==> src/core/rtc_window_map.svh <==
// Purpose: offsets, field positions, reset values and keys of the
//          calendar register window block
// Assumes: AXI4-Lite, 32-bit data, one aligned word per register
// Notes:   16-bit registers sit in the low half of each word
//
// Behaviour
// - time pointer in config bits 9:8 picks time pair shown in window
// - time pointer 00 min/sec, 01 wday/hour, 10 month/day, 11 -/year
// - alarm pointer in alarm config bits 9:8 picks alarm pair in window
// - alarm pointer 00 min/sec, 01 wday/hour, 10 month/day, 11 none
// - time window high-byte write decrements time pointer, sticks at 00
// - alarm window high-byte write decrements alarm pointer, sticks at 00
// - any read of alarm window high or low byte decrements alarm pointer
// - any read of time window high or low byte decrements time pointer
// - low-byte writes never decrement; low-byte decrement is read only
// - time registers accept writes only while write enable bit 13 set
// - write enable set only right after key 55h then aah sequence
// - source select 00 secondary, 01 rc, 10 50 hz, 11 60 hz mains
`ifndef RTC_WINDOW_MAP_SVH
`define RTC_WINDOW_MAP_SVH

`define OFS_CAL_CFG 8'h00
`define OFS_ALM_CFG 8'h04
`define OFS_TIME_WIN 8'h08
`define OFS_ALM_WIN 8'h0c
`define OFS_PWR_CTL 8'h10
`define OFS_UNLOCK_KEY 8'h14

`define BIT_PTR_LO 8
`define BIT_WREN 13
`define BIT_SRC_LO 0

`define KEY_FIRST 8'h55
`define KEY_SECOND 8'haa
`define UNLOCK_WINDOW_CYC 2'd2

`define RST_PTR 2'h0
`define RST_SRC 2'h0
`define RST_BYTE 8'h00

`endif

==> src/core/rtc_window_pkg.sv <==
// Purpose: types of the calendar register window block
// Assumes: used with rtc_window_map.svh
// Notes:   nothing is imported; names are written in full
package rtc_window_pkg;

   // reference clock choice
   typedef enum logic [1:0] {
      src_secondary = 2'b00,
      src_rc = 2'b01,
      src_mains_50 = 2'b10,
      src_mains_60 = 2'b11
   } src_type;

   // unlock sequence progress
   typedef enum logic [1:0] {
      key_idle = 2'b00,
      key_got_first = 2'b01,
      key_open = 2'b10
   } key_state_type;

   // one register pair as seen through a window
   typedef struct packed {
      logic [7:0] hi;
      logic [7:0] lo;
   } byte_pair_type;

   // one pointer window state
   typedef struct packed {
      logic [1:0] ptr;
      byte_pair_type pair0;
      byte_pair_type pair1;
      byte_pair_type pair2;
      logic [7:0] lone;
   } window_type;

   // byte access on a window
   typedef struct packed {
      logic rd;
      logic wr;
      logic [1:0] be;
      logic [15:0] wdata;
      logic allow_wr;
   } win_access_type;

endpackage : rtc_window_pkg

==> src/core/value_window.sv <==
// Purpose: one pointer-indexed 16-bit window over three byte pairs
// Assumes: access strobes are single-cycle pulses from the bus slave
// Notes:   pointer 11 shows an optional lone low byte
`timescale 1ns/10ps
`include "rtc_window_map.svh"

module value_window #(
   parameter bit HAS_LONE = 1'b1
) (
   // clock and reset
   input wire logic aclk,
   input wire logic aresetn,
   // access
   input rtc_window_pkg::win_access_type acc,
   input wire logic ptr_wr,
   input wire logic [1:0] ptr_wdata,
   // view
   output logic [1:0] ptr,
   output logic [15:0] rdata
);

   rtc_window_pkg::window_type st_ff, nxt_st;

   assign ptr = st_ff.ptr;

   // window mux by pointer
   always_comb begin
      unique case (st_ff.ptr)
         2'b00: rdata = st_ff.pair0;
         2'b01: rdata = st_ff.pair1;
         2'b10: rdata = st_ff.pair2;
         2'b11: rdata = {8'h00, HAS_LONE ? st_ff.lone : 8'h00};
      endcase
   end

   // byte writes and pointer stepping
   always_comb begin
      nxt_st = st_ff;
      if (acc.wr && acc.allow_wr) begin
         unique case (st_ff.ptr)
            2'b00: begin
               if (acc.be[1]) nxt_st.pair0.hi = acc.wdata[15:8];
               if (acc.be[0]) nxt_st.pair0.lo = acc.wdata[7:0];
            end
            2'b01: begin
               if (acc.be[1]) nxt_st.pair1.hi = acc.wdata[15:8];
               if (acc.be[0]) nxt_st.pair1.lo = acc.wdata[7:0];
            end
            2'b10: begin
               if (acc.be[1]) nxt_st.pair2.hi = acc.wdata[15:8];
               if (acc.be[0]) nxt_st.pair2.lo = acc.wdata[7:0];
            end
            2'b11: begin
               if (acc.be[0] && HAS_LONE) nxt_st.lone = acc.wdata[7:0];
            end
         endcase
      end
      if (((acc.wr && acc.be[1]) || acc.rd) && st_ff.ptr != 2'b00)
         nxt_st.ptr = st_ff.ptr - 2'b01;
      if (ptr_wr)
         nxt_st.ptr = ptr_wdata;
   end

   // state register
   always_ff @(posedge aclk) begin
      if (!aresetn) begin
         st_ff <= '0;
      end else begin
         st_ff <= nxt_st;
      end
   end

endmodule : value_window

==> src/core/calendar_clock_unit.sv <==
// Purpose: register front end of the calendar clock: pointer windows,
//          unlock-guarded write enable and reference clock choice
// Assumes: AXI4-Lite slave, one write and one read in flight at most
// Notes:   window reads and high-byte writes move the pointers;
//          every bus answer and ready comes straight from a flop;
//          time window writes are dropped while the enable is clear
//
// Design decisions made here: the AXI4-Lite register port and the register addresses.
`timescale 1ns/10ps
`include "rtc_window_map.svh"

module calendar_clock_unit (
   // clock and reset
   input wire logic aclk,
   input wire logic aresetn,
   // write address
   input wire logic [7:0] s_axi_awaddr,
   input wire logic s_axi_awvalid,
   output logic s_axi_awready,
   // write data
   input wire logic [31:0] s_axi_wdata,
   input wire logic [3:0] s_axi_wstrb,
   input wire logic s_axi_wvalid,
   output logic s_axi_wready,
   // write response
   output logic [1:0] s_axi_bresp,
   output logic s_axi_bvalid,
   input wire logic s_axi_bready,
   // read address
   input wire logic [7:0] s_axi_araddr,
   input wire logic s_axi_arvalid,
   output logic s_axi_arready,
   // read data
   output logic [31:0] s_axi_rdata,
   output logic [1:0] s_axi_rresp,
   output logic s_axi_rvalid,
   input wire logic s_axi_rready,
   // calendar status
   output logic time_write_enable,
   output rtc_window_pkg::src_type time_source_select
);

   //------------------------------------------------------------------
   // state and wiring
   //------------------------------------------------------------------

   // bus and control state
   typedef struct packed {
      logic awready;
      logic wready;
      logic arready;
      logic aw_have;
      logic [7:0] awaddr;
      logic w_have;
      logic [31:0] wdata;
      logic [3:0] wstrb;
      logic bvalid;
      logic [1:0] bresp;
      logic rvalid;
      logic [31:0] rdata;
      logic [1:0] rresp;
      logic wren;
      rtc_window_pkg::src_type src;
      rtc_window_pkg::key_state_type key;
      logic [1:0] key_cnt;
   } unit_state_type;

   // one struct holds every flop of the unit outside the two window instances
   unit_state_type st_ff, nxt_st;

   // strobes and views between the bus and the two windows
   logic do_wr;
   logic do_rd;
   logic [1:0] tptr;
   logic [1:0] aptr;
   logic [15:0] t_rdata;
   logic [15:0] a_rdata;
   rtc_window_pkg::win_access_type t_acc, a_acc;
   logic t_ptr_wr, a_ptr_wr;
   logic [1:0] w_be;
   logic [15:0] rd_word;
   logic rd_ok;
   logic wr_ok;

   //------------------------------------------------------------------
   // bus outputs
   //------------------------------------------------------------------

   // bus handshakes, all straight from the state flops
   assign s_axi_awready = st_ff.awready;
   assign s_axi_wready = st_ff.wready;
   assign s_axi_arready = st_ff.arready;
   assign s_axi_bvalid = st_ff.bvalid;
   assign s_axi_bresp = st_ff.bresp;
   assign s_axi_rvalid = st_ff.rvalid;
   assign s_axi_rdata = st_ff.rdata;
   assign s_axi_rresp = st_ff.rresp;
   // status pins
   assign time_write_enable = st_ff.wren;
   assign time_source_select = st_ff.src;

   // write fires once address and data are both held; holding each
   // half lets the master offer address and data in either order
   assign do_wr = st_ff.aw_have && st_ff.w_have && !st_ff.bvalid;
   // a read is taken and answered at the address handshake
   assign do_rd = s_axi_arvalid && st_ff.arready;
   // only the low two strobes matter: registers are 16 bits wide
   assign w_be = st_ff.wstrb[1:0];

   //------------------------------------------------------------------
   // write decode and window strobes
   //------------------------------------------------------------------

   // address decode for writes; any other offset gets a slave error
   always_comb begin
      unique case (st_ff.awaddr)
         `OFS_CAL_CFG, `OFS_ALM_CFG, `OFS_TIME_WIN, `OFS_ALM_WIN,
         `OFS_PWR_CTL, `OFS_UNLOCK_KEY: wr_ok = 1'b1;
         default: wr_ok = 1'b0;
      endcase
   end

   // window access strobes; both windows see the same strobes and
   // data, and only the matching offset raises a read or write
   always_comb begin
      t_acc = '0;
      a_acc = '0;
      t_acc.rd = do_rd && s_axi_araddr == `OFS_TIME_WIN;
      a_acc.rd = do_rd && s_axi_araddr == `OFS_ALM_WIN;
      t_acc.wr = do_wr && st_ff.awaddr == `OFS_TIME_WIN;
      a_acc.wr = do_wr && st_ff.awaddr == `OFS_ALM_WIN;
      t_acc.be = w_be;
      a_acc.be = w_be;
      t_acc.wdata = st_ff.wdata[15:0];
      a_acc.wdata = st_ff.wdata[15:0];
      t_acc.allow_wr = st_ff.wren;
      // alarm values are not guarded: only the running time needs it
      a_acc.allow_wr = 1'b1;
   end

   //------------------------------------------------------------------
   // pointer windows
   //------------------------------------------------------------------

   // pointer fields share the high strobe with the enable bit, so a
   // config write of the low byte alone leaves both untouched
   // pointer fields of calendar config and alarm config
   assign t_ptr_wr = do_wr && st_ff.awaddr == `OFS_CAL_CFG && w_be[1];
   assign a_ptr_wr = do_wr && st_ff.awaddr == `OFS_ALM_CFG && w_be[1];

   // time window
   // the lone byte at pointer 11 holds the year
   value_window #(
      .HAS_LONE(1'b1)
   ) u_time_win (
      .aclk(aclk),
      .aresetn(aresetn),
      .acc(t_acc),
      .ptr_wr(t_ptr_wr),
      .ptr_wdata(st_ff.wdata[`BIT_PTR_LO+1:`BIT_PTR_LO]),
      .ptr(tptr),
      .rdata(t_rdata)
   );

   // alarm window
   // nothing is mapped at pointer 11
   value_window #(
      .HAS_LONE(1'b0)
   ) u_alarm_win (
      .aclk(aclk),
      .aresetn(aresetn),
      .acc(a_acc),
      .ptr_wr(a_ptr_wr),
      .ptr_wdata(st_ff.wdata[`BIT_PTR_LO+1:`BIT_PTR_LO]),
      .ptr(aptr),
      .rdata(a_rdata)
   );

   //------------------------------------------------------------------
   // read path
   //------------------------------------------------------------------

   // read mux on the offered address; a window read moves its pointer
   // at this same handshake, so the pair returned is the one shown
   // before the step
   always_comb begin
      rd_word = 16'h0000;
      rd_ok = 1'b1;
      unique case (s_axi_araddr)
         `OFS_CAL_CFG: begin
            rd_word[`BIT_WREN] = st_ff.wren;
            rd_word[`BIT_PTR_LO+1:`BIT_PTR_LO] = tptr;
         end
         `OFS_ALM_CFG: rd_word[`BIT_PTR_LO+1:`BIT_PTR_LO] = aptr;
         `OFS_TIME_WIN: rd_word = t_rdata;
         `OFS_ALM_WIN: rd_word = a_rdata;
         `OFS_PWR_CTL: rd_word[`BIT_SRC_LO+1:`BIT_SRC_LO] = st_ff.src;
         // key register reads zero so the key never shows on the bus
         `OFS_UNLOCK_KEY: rd_word = 16'h0000;
         default: rd_ok = 1'b0;
      endcase
   end

   //------------------------------------------------------------------
   // next state
   //------------------------------------------------------------------

   // bus, key sequence and control registers
   always_comb begin
      nxt_st = st_ff;
      // capture each write half as it is offered
      if (s_axi_awvalid && s_axi_awready) begin
         nxt_st.aw_have = 1'b1;
         nxt_st.awaddr = s_axi_awaddr;
      end
      if (s_axi_wvalid && s_axi_wready) begin
         nxt_st.w_have = 1'b1;
         nxt_st.wdata = s_axi_wdata;
         nxt_st.wstrb = s_axi_wstrb;
      end
      // answers stand until the master takes them
      if (st_ff.bvalid && s_axi_bready)
         nxt_st.bvalid = 1'b0;
      if (st_ff.rvalid && s_axi_rready)
         nxt_st.rvalid = 1'b0;
      // unlock window closes after a short count, so a stray
      // config write long after the key cannot arm the enable
      if (st_ff.key == rtc_window_pkg::key_open) begin
         if (st_ff.key_cnt == 2'd0)
            nxt_st.key = rtc_window_pkg::key_idle;
         else
            nxt_st.key_cnt = st_ff.key_cnt - 2'd1;
      end
      // write execution: answer, key sequence and control fields
      if (do_wr) begin
         nxt_st.aw_have = 1'b0;
         nxt_st.w_have = 1'b0;
         nxt_st.bvalid = 1'b1;
         // unmapped places answer with a slave error
         nxt_st.bresp = wr_ok ? 2'b00 : 2'b10;
         // any other write breaks the key sequence
         // so the enable can only follow the key directly
         if (st_ff.awaddr != `OFS_CAL_CFG)
            nxt_st.key = rtc_window_pkg::key_idle;
         if (st_ff.awaddr == `OFS_UNLOCK_KEY && w_be[0]) begin
            // key sequence
            // a wrong byte drops the sequence back to the start
            if (st_ff.wdata[7:0] == `KEY_FIRST)
               nxt_st.key = rtc_window_pkg::key_got_first;
            else if (st_ff.wdata[7:0] == `KEY_SECOND &&
                     st_ff.key == rtc_window_pkg::key_got_first) begin
               nxt_st.key = rtc_window_pkg::key_open;
               nxt_st.key_cnt = `UNLOCK_WINDOW_CYC;
            end else
               nxt_st.key = rtc_window_pkg::key_idle;
         end
         if (st_ff.awaddr == `OFS_CAL_CFG && w_be[1]) begin
            // set only while open, clear always: locking the time
            // again must never depend on the key
            if (!st_ff.wdata[`BIT_WREN])
               nxt_st.wren = 1'b0;
            else if (st_ff.key == rtc_window_pkg::key_open)
               nxt_st.wren = 1'b1;
            nxt_st.key = rtc_window_pkg::key_idle;
         end
         if (st_ff.awaddr == `OFS_PWR_CTL && w_be[0]) begin
            // reference clock choice; all four codes are legal
            // so the field is taken as written
            nxt_st.src = rtc_window_pkg::src_type'(
               st_ff.wdata[`BIT_SRC_LO+1:`BIT_SRC_LO]);
         end
      end
      // read data is captured once and stands until taken
      if (do_rd) begin
         nxt_st.rvalid = 1'b1;
         nxt_st.rdata = {16'h0000, rd_word};
         nxt_st.rresp = rd_ok ? 2'b00 : 2'b10;
      end
      // readies from the next state: a flop one edge ahead gives the
      // same timing as a decode of the present state, without a path
      // from the state through logic to the bus pins
      nxt_st.awready = !nxt_st.aw_have && !nxt_st.bvalid;
      nxt_st.wready = !nxt_st.w_have && !nxt_st.bvalid;
      nxt_st.arready = !nxt_st.rvalid;
   end

   //------------------------------------------------------------------
   // state register
   //------------------------------------------------------------------

   // state register; readies stand high in and out of reset
   always_ff @(posedge aclk) begin
      if (!aresetn) begin
         st_ff <= '0;
         st_ff.awready <= 1'b1;
         st_ff.wready <= 1'b1;
         st_ff.arready <= 1'b1;
         st_ff.src <= rtc_window_pkg::src_secondary;
         st_ff.key <= rtc_window_pkg::key_idle;
      end else begin
         st_ff <= nxt_st;
      end
   end

endmodule : calendar_clock_unit

==> config.mk <==
export PLATFORM = sky130hd
export DESIGN_NAME = calendar_clock_unit
export DESIGN_NICKNAME = d
export VERILOG_FILES = /design/src/core/rtc_window_pkg.sv /design/src/core/value_window.sv /design/src/core/calendar_clock_unit.sv
export VERILOG_INCLUDE_DIRS = /design/src /design/src/core
export SDC_FILE = /design/constraint.sdc
export NUM_CORES = 1
export LEC_CHECK = 0
export BUFFER_PORTS_ARGS = -buffer_cell sky130_fd_sc_hd__clkbuf_2
export CORE_MARGIN = 4
export CORE_UTILIZATION = 52
export DETAILED_ROUTE_END_ITERATION = 12
export PLACE_DENSITY = 0.76
export RECOVER_POWER = 25
export SLEW_MARGIN = 20
export SYNTH_ARGS = -nofsm -noshare
export SYNTH_HDL_FRONTEND = slang
export SYNTH_HIERARCHICAL = 1
export SYNTH_SLANG_ARGS = --single-unit
==> constraint.sdc <==
create_clock -name aclk -period 2.1 [get_ports aclk]
set_input_delay 0 -clock aclk [delete_from_list [all_inputs] [get_ports aclk]]
set_output_delay 0 -clock aclk [all_outputs]
set_load 0.1 [all_outputs]
======== After elaboration in Yosys (flattened, before gate mapping) ========
Index checks and enable logic that the tools add are counted.
word-level totals
  flip-flop bits (word level) ............. 186
  latch bits .............................. 0
  bits in writable memories ............... 0
  ROM bits ................................ 0
  output and inout bits ................... 44
  word-level logic and storage cells ...... 153
  memories ................................ 0
cells by class
  $add $sub $neg .......................... 3
  $mul .................................... 0
  divide/modulo/power cells ............... 0
  order comparisons ....................... 0
  equality and inequality tests ........... 21
  shifts and indexed selects .............. 0
  mux-type cells .......................... 37
  bitwise operators ....................... 0
  reduce and logical (&&, ||, !) cells .... 60
operator list
  operator              number
  $pmux W16 S4          2
  $reduce_and A3 Y1     14
  $mux W37              1
  $mux W35              1
  $eq A8 B4 Y1 const B  4
  $eq A8 B5 Y1 const B  4
  $mux W2               14
  $logic_and A1 B1 Y1   26
  $eq A8 B3 Y1 const B  2
  $logic_not A8 Y1      2
  $mux W4               3
  $pmux W6 S2           1
  $reduce_or A6 Y1      2
  $eq A2 B2 Y1 const B  5
  $mux W9               1
  $eq A8 B7 Y1 const B  1
  $eq A8 B8 Y1 const B  1
  $mux W1               8
  $pmux W2 S4           1
  $reduce_bool A2 Y1    4
  $reduce_bool A8 Y1    1
  $eq A2 B1 Y1 const B  3
  $logic_not A2 Y1      3
  $pmux W2 S3           1
  other kinds (9)       16

======== Depth between registers and ports, before layout ========
Gate-level depths: netlist of the first run.
  depth after elaboration ................. 8
  gate-level depth with buffers ........... 10
  depth with buffers taken out ............ 8

======== By module ========
Netlist of the first run, hierarchy kept.
by module, submodules not included
  module                      times used  cells each  area each (um^2)  seq. area each (um^2)
  calendar_clock_unit         1           327         2855.2            1161.1
  value_window (u_time_win)   1           330         2696.3            1161.1
  value_window (u_alarm_win)  1           293         2308.5            1001.0

======== Worst setup path before layout of the first run ========
No wires, ideal clock.
  path type ............................... register -> register
  start ................................... reg st_ff, in the netlist s_axi_bvalid
  end ..................................... reg u_time_win.st_ff, in the netlist u_time_win/ptr[0]
  arrival time ............................ 2.320 ns
  data required time ...................... 1.978 ns
  path slack .............................. -0.342 ns
  cell stages (with the launch flop) ...... 9
  clock period less this slack ............ 2.442 ns
  path through ............................ dfxtp_1 > and3b_1 > buf_2 > nand3_1 > nor3_1 > buf_6 > a21oi_2 > o21a_1 > o311a_1
RTL lines
  what                    line                        text
  start, declared         calendar_clock_unit.sv:69   unit_state_type st_ff, nxt_st;
  start signal, assigned  calendar_clock_unit.sv:301  st_ff <= nxt_st;
  end signal, assigned    value_window.sv:69          st_ff <= nxt_st;
  end, declared           value_window.sv:22          rtc_window_pkg::window_type st_ff, nxt_st;

==> impl_metrics.csv, run 1 <==
group,metric,value,unit
status,status,"finished clean",
power,power_leakage,0.00330,uW
clocking,tritoncts,"built",
power,p_per_area,759,nW/um2
synth,synth_top_family_by_area,"simple AND/OR/NAND/NOR gates",
global_route,met3_usage,0.0341,
sta,holdWs,55.6,ps
global_route,grt_pass1_vias,6398,
synth,ys_ff_latch,166,
global_route,grt_use_met2,0.398,
placed_design,gp_congestion,0.835,
global_route,grt_first_pass_wirelength,31500,um
sta,setup_viol,0,
detailed_routing,detailroute.via_count,6812,
detailed_routing,vias_per_cell,5.52,
clocking,htree_levels,4,
detailed_routing,wl,19900,um
setup_path,crit_path_max_fanout,8,
synth,syn_avg_cell_area,8.27,um2
floorplan,coreArea,14600,um2
global_route,use_met1,0.293,
layout,syn_to_final_growth,18.1,%
sta,slew_viol_final,0,
layout,nets,1103,
synth,synthAdderAreaFrac,0.0111,
synth,synth_xor_area_frac,0,
floorplan,die_h,131,um
layout,n_fill_cell,1197,
synth,synthArstFlopShare,0,
detailed_routing,first_pass_iters,8,
setup_path,cp.arrival,2410,ps
setup_path,start_kind,"flop",
setup_path,setup.worst_path.class,"reg2reg",
synth,ys_warn_count,6,
job,maxCapViolCount,0,
global_route,grt_use_total,0.232,
floorplan,io_pins,103,
power,irDropWorstVdd,0.623,mV
layout,diodes,0,
sta,slew_headroom,0.196,
clocking,cts_buffers,17,
synth,syn-instance-count,950,
synth,synth_edf_count,0,
worst_hold_path,min_path_type,"in2reg",
global_route,busiest_layer,"met2",
sta,fmax,0.487,GHz
floorplan,die_area,17100,um2
floorplan,num_rows,44,
synth,synth_top_cell_area_share,0.423,
detailed_routing,avgRoutedWirePerCell,16.1,um
floorplan,chipWidth,131,um
synth,yosys-top-cells-area,"dfxtp_1 (42%), nand2_1 (15%), a21boi_0 (10%), buf_4 (4.9%), a21boi_1 (2.6%)",
detailed_routing,drc,0,
synth,synth-seq-area-share,0.423,
placed_design,hpwl,12800,um
clocking,numClockSinks,166,
sta,finalCritPeriodShare,0.978,
detailed_routing,ant_nets,0,
sta,finClkSkew,7.53,ps
sta,rsz0062_at_grt,"yes",
sta,worst_slew_pin_slew,1210,ps
placed_design,numPortBuffers,66,
synth,synth_top_area_cell,"dfxtp_1",
layout,layout-drive-gt1-share,0.163,
global_route,antenna_found_initial,0,
synth,synthSimpleGateAreaFrac,0.227,
floorplan,start_util,0.537,
setup_path,crit_required,2450,ps
setup_path,end_kind,"flop",
synth,synth_mux_area_frac,0.0342,
layout,fin_util,0.634,
synth,syn_area,7860,um2
synth,synth_compound_area_frac,0.218,
global_route,grt_start_max_net_pins,106,
detailed_routing,drt_first_iter_violations,650,
clocking,root_buffer,"clkbuf_16",
clocking,clkTransAtPathRegs,70,ps
synth,synth_ff_type,"dfxtp_1",
sta,finalHoldViolations,0,
synth,synth_cell_types,52,
global_route,grt-ovfl-total,0,
clocking,clock_latency,430,ps
sta,post-route-min-period,2050,ps
clocking,clockBufferDepth,2,
-- power by group --
group	switching [uW]	internal [uW]
clock	1370	1780
combinational	432	184
sequential	91.6	3200
-- placed cells by master, fill, tap and decap left out, types with 12 or more instances in the layout --
cell and instances:
clkbuf_2 40, buf_4 50, conb_1 21, inv_1 16, clkbuf_16 17, clkbuf_1 25, a21boi_1 39, nand4_1 15
a22oi_1 25, nand2_1 307, nor2_1 12, dfxtp_1 164, o21ai_0 32, nand3_1 12, dlygate4sd3_1 32, mux2i_1 19
a21boi_0 94
-- layout make-up --
cell class / count / area [um2] / share of cell area
Timing Repair Buffer: 152 / 1050 / 0.113
Clock inverter: 15 / 166 / 0.0179
Tap cell: 184 / 230 / 0.0248
Multi-Input combinational cell: 684 / 4030 / 0.434
Clock buffer: 17 / 425 / 0.0458
Sequential cell: 166 / 3330 / 0.358
Inverter: 16 / 60.1 / 0.00647
-- layer usage --
metal	up-vias	share of wire
li1	3360	-
met1	3209	0.43
met2	208	0.50
met3	35	0.048
met4	0	0.023
met5	-	0
-- sequential cells by signal, summed over array words and instances, names as in the netlist --
| signal | cells |
|---|---|
| s_axi_bvalid | 1 |
| u_alarm_win/ptr | 2 |
| u_time_win/ptr | 2 |
| a_acc | 18 |
| st_ff | 14 |
| s_axi_bresp | 1 |
| s_axi_arready | 1 |
| s_axi_rdata | 16 |
| time_write_enable | 1 |
| u_time_win/st_ff | 56 |
| s_axi_awready | 1 |
| u_alarm_win/st_ff | 48 |
| time_source_select | 2 |
| s_axi_rresp | 1 |
| s_axi_rvalid | 1 |
| s_axi_wready | 1 |
-- through the flow --
step	power, uW	cells	cell area, um2	TNS (ps)	setup WS [ps]
4_1_cts	7070	1228	9190	0	18.8
3_5_place_dp	3910	1160	8230	-163	-27.6
6_report	7050	1234	9290	0	46.1
2_1_floorplan	3780	969	7950	0	41.7
3_3_place_gp	3900	1160	8230	0	71.9
5_1_grt	7270	1234	9290	-1160	-79.6
-- cells by family after synthesis --
family / after synthesis
adders and majority gates: 7
DFF: 166
other: 2
AOI/OAI and AO/OA: 233
muxes: 24
buffers and inverters: 119
and+or+nand+nor: 399
-- critical path, cell delays in order (launching register included) --
cell	delay [ps]
dfxtp_2	340
nor4_4	300
nor2b_4	220
nand3_4	100
nor3b_4	270
buf_6	170
and4_2	340
nand2_1	80
a21boi_0	160
-- path summary, 6_finish.rpt --
| check | depth (start not counted) | endpoint | slack, ps | start |
|---|---|---|---|---|
| worst min register to register | 2 | s_axi_rdata[7] | 450 | s_axi_rdata[7] |
| worst max-delay path | 8 | u_alarm_win/st_ff[31] | 50 | st_ff[83] |
| worst min-delay path | 4 | s_axi_rdata[1] | 60 | s_axi_arvalid |
| worst max register to register | 8 | u_alarm_win/st_ff[31] | 50 | st_ff[83] |
-- synth_stat cells, types with 3 or more instances --
| cell type | count |
|---|---|
| ha_1 | 7 |
| a22oi_1 | 25 |
| buf_1 | 5 |
| clkbuf_1 | 24 |
| buf_4 | 51 |
| nor2_1 | 12 |
| inv_1 | 16 |
| a21boi_0 | 106 |
| mux2i_1 | 19 |
| o21a_1 | 7 |
| nand4_1 | 15 |
| nand3_1 | 13 |
| dfxtp_1 | 166 |
| a222oi_1 | 8 |
| and2_1 | 4 |
| mux2_2 | 3 |
| nor3_1 | 6 |
| a21boi_1 | 27 |
| buf_2 | 21 |
| nor3b_1 | 4 |
| o21ai_0 | 32 |
| o21ai_2 | 10 |
| and4_1 | 13 |
| nand2_1 | 307 |
| nand2b_1 | 4 |
| a21oi_1 | 4 |
| nor2b_1 | 4 |
-- repair_timing --
item	in CTS	in global routing
buffers inserted	4	5
resized for setup	7	39
hold buffers	32	0
pin swaps	3	7
hold endpoints to repair	36	0
endpoints found under the setup margin	26	106
gates cloned	0	1
Note: power is estimated with default switching activity, not from simulation.
==> run 2, diff against run 1 <==
Settings changed: CORE_ASPECT_RATIO from default to 1.1, CORE_UTILIZATION 52 to 58, PLACE_DENSITY 0.76 to 0.8.
Clock period 2.1 ns to 1.91 ns, I/O delays scaled along.
==> run 2 against run 1 <==
Core utilization up 12 points. Clock power up 11%. Cell area up 6.9%. Worst hold slack worse by 13 ps. Wire length up 15%. Critical path type unchanged. Fmax down 5.3%. The flow now finishes with violations (negative setup slack). Combinational power up 25%. Setup slack worse by 300 ps. Sequential power up 10%. Flip-flop and latch count unchanged.
==> impl_metrics.csv, run 2 (synthesis results as in run 1) <==
group,metric,value,unit
setup_path,critical_path_buf_inv_count,2,
detailed_routing,ant_nets,0,
setup_path,end_kind,"flop",
layout,final_area,9920,um2
floorplan,die_area,15500,um2
setup_path,crit_chain,"nor4_4 -> nor2b_4 -> nand3_4 -> nor3_4 -> buf_6 -> and4_1 -> buf_6 -> nand2_1 -> a21boi_1",
sta,fmax,0.461,GHz
placed_design,hpwl,13400,um
floorplan,chipWidth,119,um
setup_path,crit_path_frequent_cell,"buf_6",
placed_design,gp_congestion,0.850,
setup_path,crit_required,2260,ps
detailed_routing,avgRoutedWirePerCell,18.3,um
floorplan,start_util,0.595,
setup_path,start_kind,"flop",
sta,finClkSkew,12.8,ps
floorplan,num_rows,44,
sta,slew_headroom,0.547,
layout,final_cell_mix,"nand2_1 (287), dfxtp_1 (157), a21boi_1 (92), clkbuf_2 (65), buf_4 (54)",
floorplan,die_h,130,um
clocking,tritoncts,"built",
setup_path,crit_path_max_fanout,8,
power,p_per_area,795,nW/um2
clocking,clockBufferDepth,2,
setup_path,ff2ff_setup_slack,-260,ps
layout,mostFrequentLayoutCell,"nand2_1",
job,maxCapViolCount,0,
floorplan,io_pins,103,
clocking,root_buffer,"clkbuf_16",
setup_path,cp_slowest_cell,"dfxtp_4",
layout,n_fill_cell,837,
global_route,grt_first_pass_wirelength,34000,um
layout,fin_cells,1244,
global_route,grt_start_max_net_pins,76,
layout,layout-drive-gt1-share,0.239,
clocking,cts_buffers,17,
worst_hold_path,min_to,"s_axi_rresp[1]",
placed_design,placed_area,8440,um2
global_route,antenna_found_initial,0,
sta,setup_viol,110,
sta,worst_slew_pin_slew,679,ps
global_route,grt_use_total,0.273,
sta,finalHoldViolations,0,
status,violations,"negative setup slack",
sta,post-route-min-period,2170,ps
power,irDropWorstVdd,0.615,mV
setup_path,slowest_delay,360,ps
clocking,clkTransAtPathRegs,60,ps
status,status,"finished with violations",
sta,holdWs,42.1,ps
floorplan,coreArea,13200,um2
sta,fin_ws,-259,ps
layout,diodes,0,
layout,largest-register,"u_time_win/st_ff",
clocking,htree_levels,4,
layout,largest_reg_flops,56,
global_route,grt_pass1_vias,6914,
detailed_routing,drc,0,
detailed_routing,detailroute.via_count,7499,
setup_path,reg2reg_depth,9,
sta,slew_viol_final,0,
placed_design,pre_cts_ws,-159,ps
detailed_routing,wl,22800,um
setup_path,r2r-end,"u_time_win/st_ff[33]",
sta,rsz0062_at_grt,"yes",
worst_hold_path,min_path_type,"in2reg",
clocking,numClockSinks,166,
detailed_routing,vias_per_cell,6.03,
placed_design,numPortBuffers,66,
worst_hold_path,hold_depth,4,
layout,syn_to_final_growth,26.3,%
worst_hold_path,hp-start,"s_axi_araddr[1]",
setup_path,setup.worst_path.class,"reg2reg",
setup_path,critPathTopFamily,"simple AND/OR/NAND/NOR gates",
sta,final.setup.tns,-17420,ps
setup_path,cp.arrival,2510,ps
sta,finalCritPeriodShare,1.14,
layout,nets,1142,
detailed_routing,first_pass_iters,6,
global_route,grt-ovfl-total,0,
power,power_leakage,0.00374,uW
detailed_routing,drt_first_iter_violations,815,
clocking,clock_latency,430,ps
placed_design,dp.cells,1163,
setup_path,worstReg2RegStart,"st_ff[87]",
run 2: repair_timing:
action,in CTS,in global routing
setup endpoints to repair,106,114
hold buffers,46,0
setup buffers,3,8
hold endpoints to repair,40,0
pin swaps,3,33
gates cloned,0,1
gates resized for setup,41,133
run 2: final cells by class:
type / instances / area [um2] / area share
flip-flops and latches: 166 / 3350 / 0.337
inverters: 16 / 62.6 / 0.00630
multi-input cells: 684 / 4210 / 0.425
clock buffers: 21 / 460 / 0.0464
repair buffers: 191 / 1510 / 0.152
well taps: 161 / 201 / 0.0203
clock inverters: 5 / 128 / 0.0129
run 2: worst max path at each step:
stage,from,end,depth (start not counted)
final,st_ff[87],u_time_win/st_ff[33],9
after global routing,st_ff[87],u_time_win/st_ff[33],9
after CTS,st_ff[83],u_alarm_win/ptr[0],8
after detailed placement,st_ff[83],u_alarm_win/st_ff[14],9
after global placement,st_ff[83],u_alarm_win/st_ff[28],9
after floorplan,st_ff[83],u_alarm_win/ptr[0],8
run 2: routing by layer:
metal / GRT usage / vias to the layer above / wire length [um] / part of all wire
li1: - / 3440 / - / -
met5: 0 / - / 0 / 0
met3: 0.0590 / 101 / 1560 / 0.069
met1: 0.321 / 3559 / 8730 / 0.38
met4: 0.156 / 0 / 1100 / 0.048
met2: 0.465 / 399 / 11400 / 0.50
run 2: metrics by stage:
step | power (uW) | utilization
floorplan | 4170 | -
global placement | 4320 | 0.639
detailed placement | 4330 | 0.639
CTS | 7850 | 0.725
global route | 8120 | 0.751
finish | 7890 | 0.751
run 2: report_power, final:
group / switching, uW / total, uW / internal [uW] / leakage (uW)
clock: 1290 / 3500 / 2210 / 0.000283
combinational: 512 / 767 / 256 / 0.00211
sequential: 111 / 3630 / 3520 / 0.00135
total: 1910 / 7890 / 5980 / 0.00374
run 2: worst min-delay path, cell delays in order:
cell and delay [ps]:
clkbuf_2 110, nor2_4 40, buf_4 150, a21oi_1 120
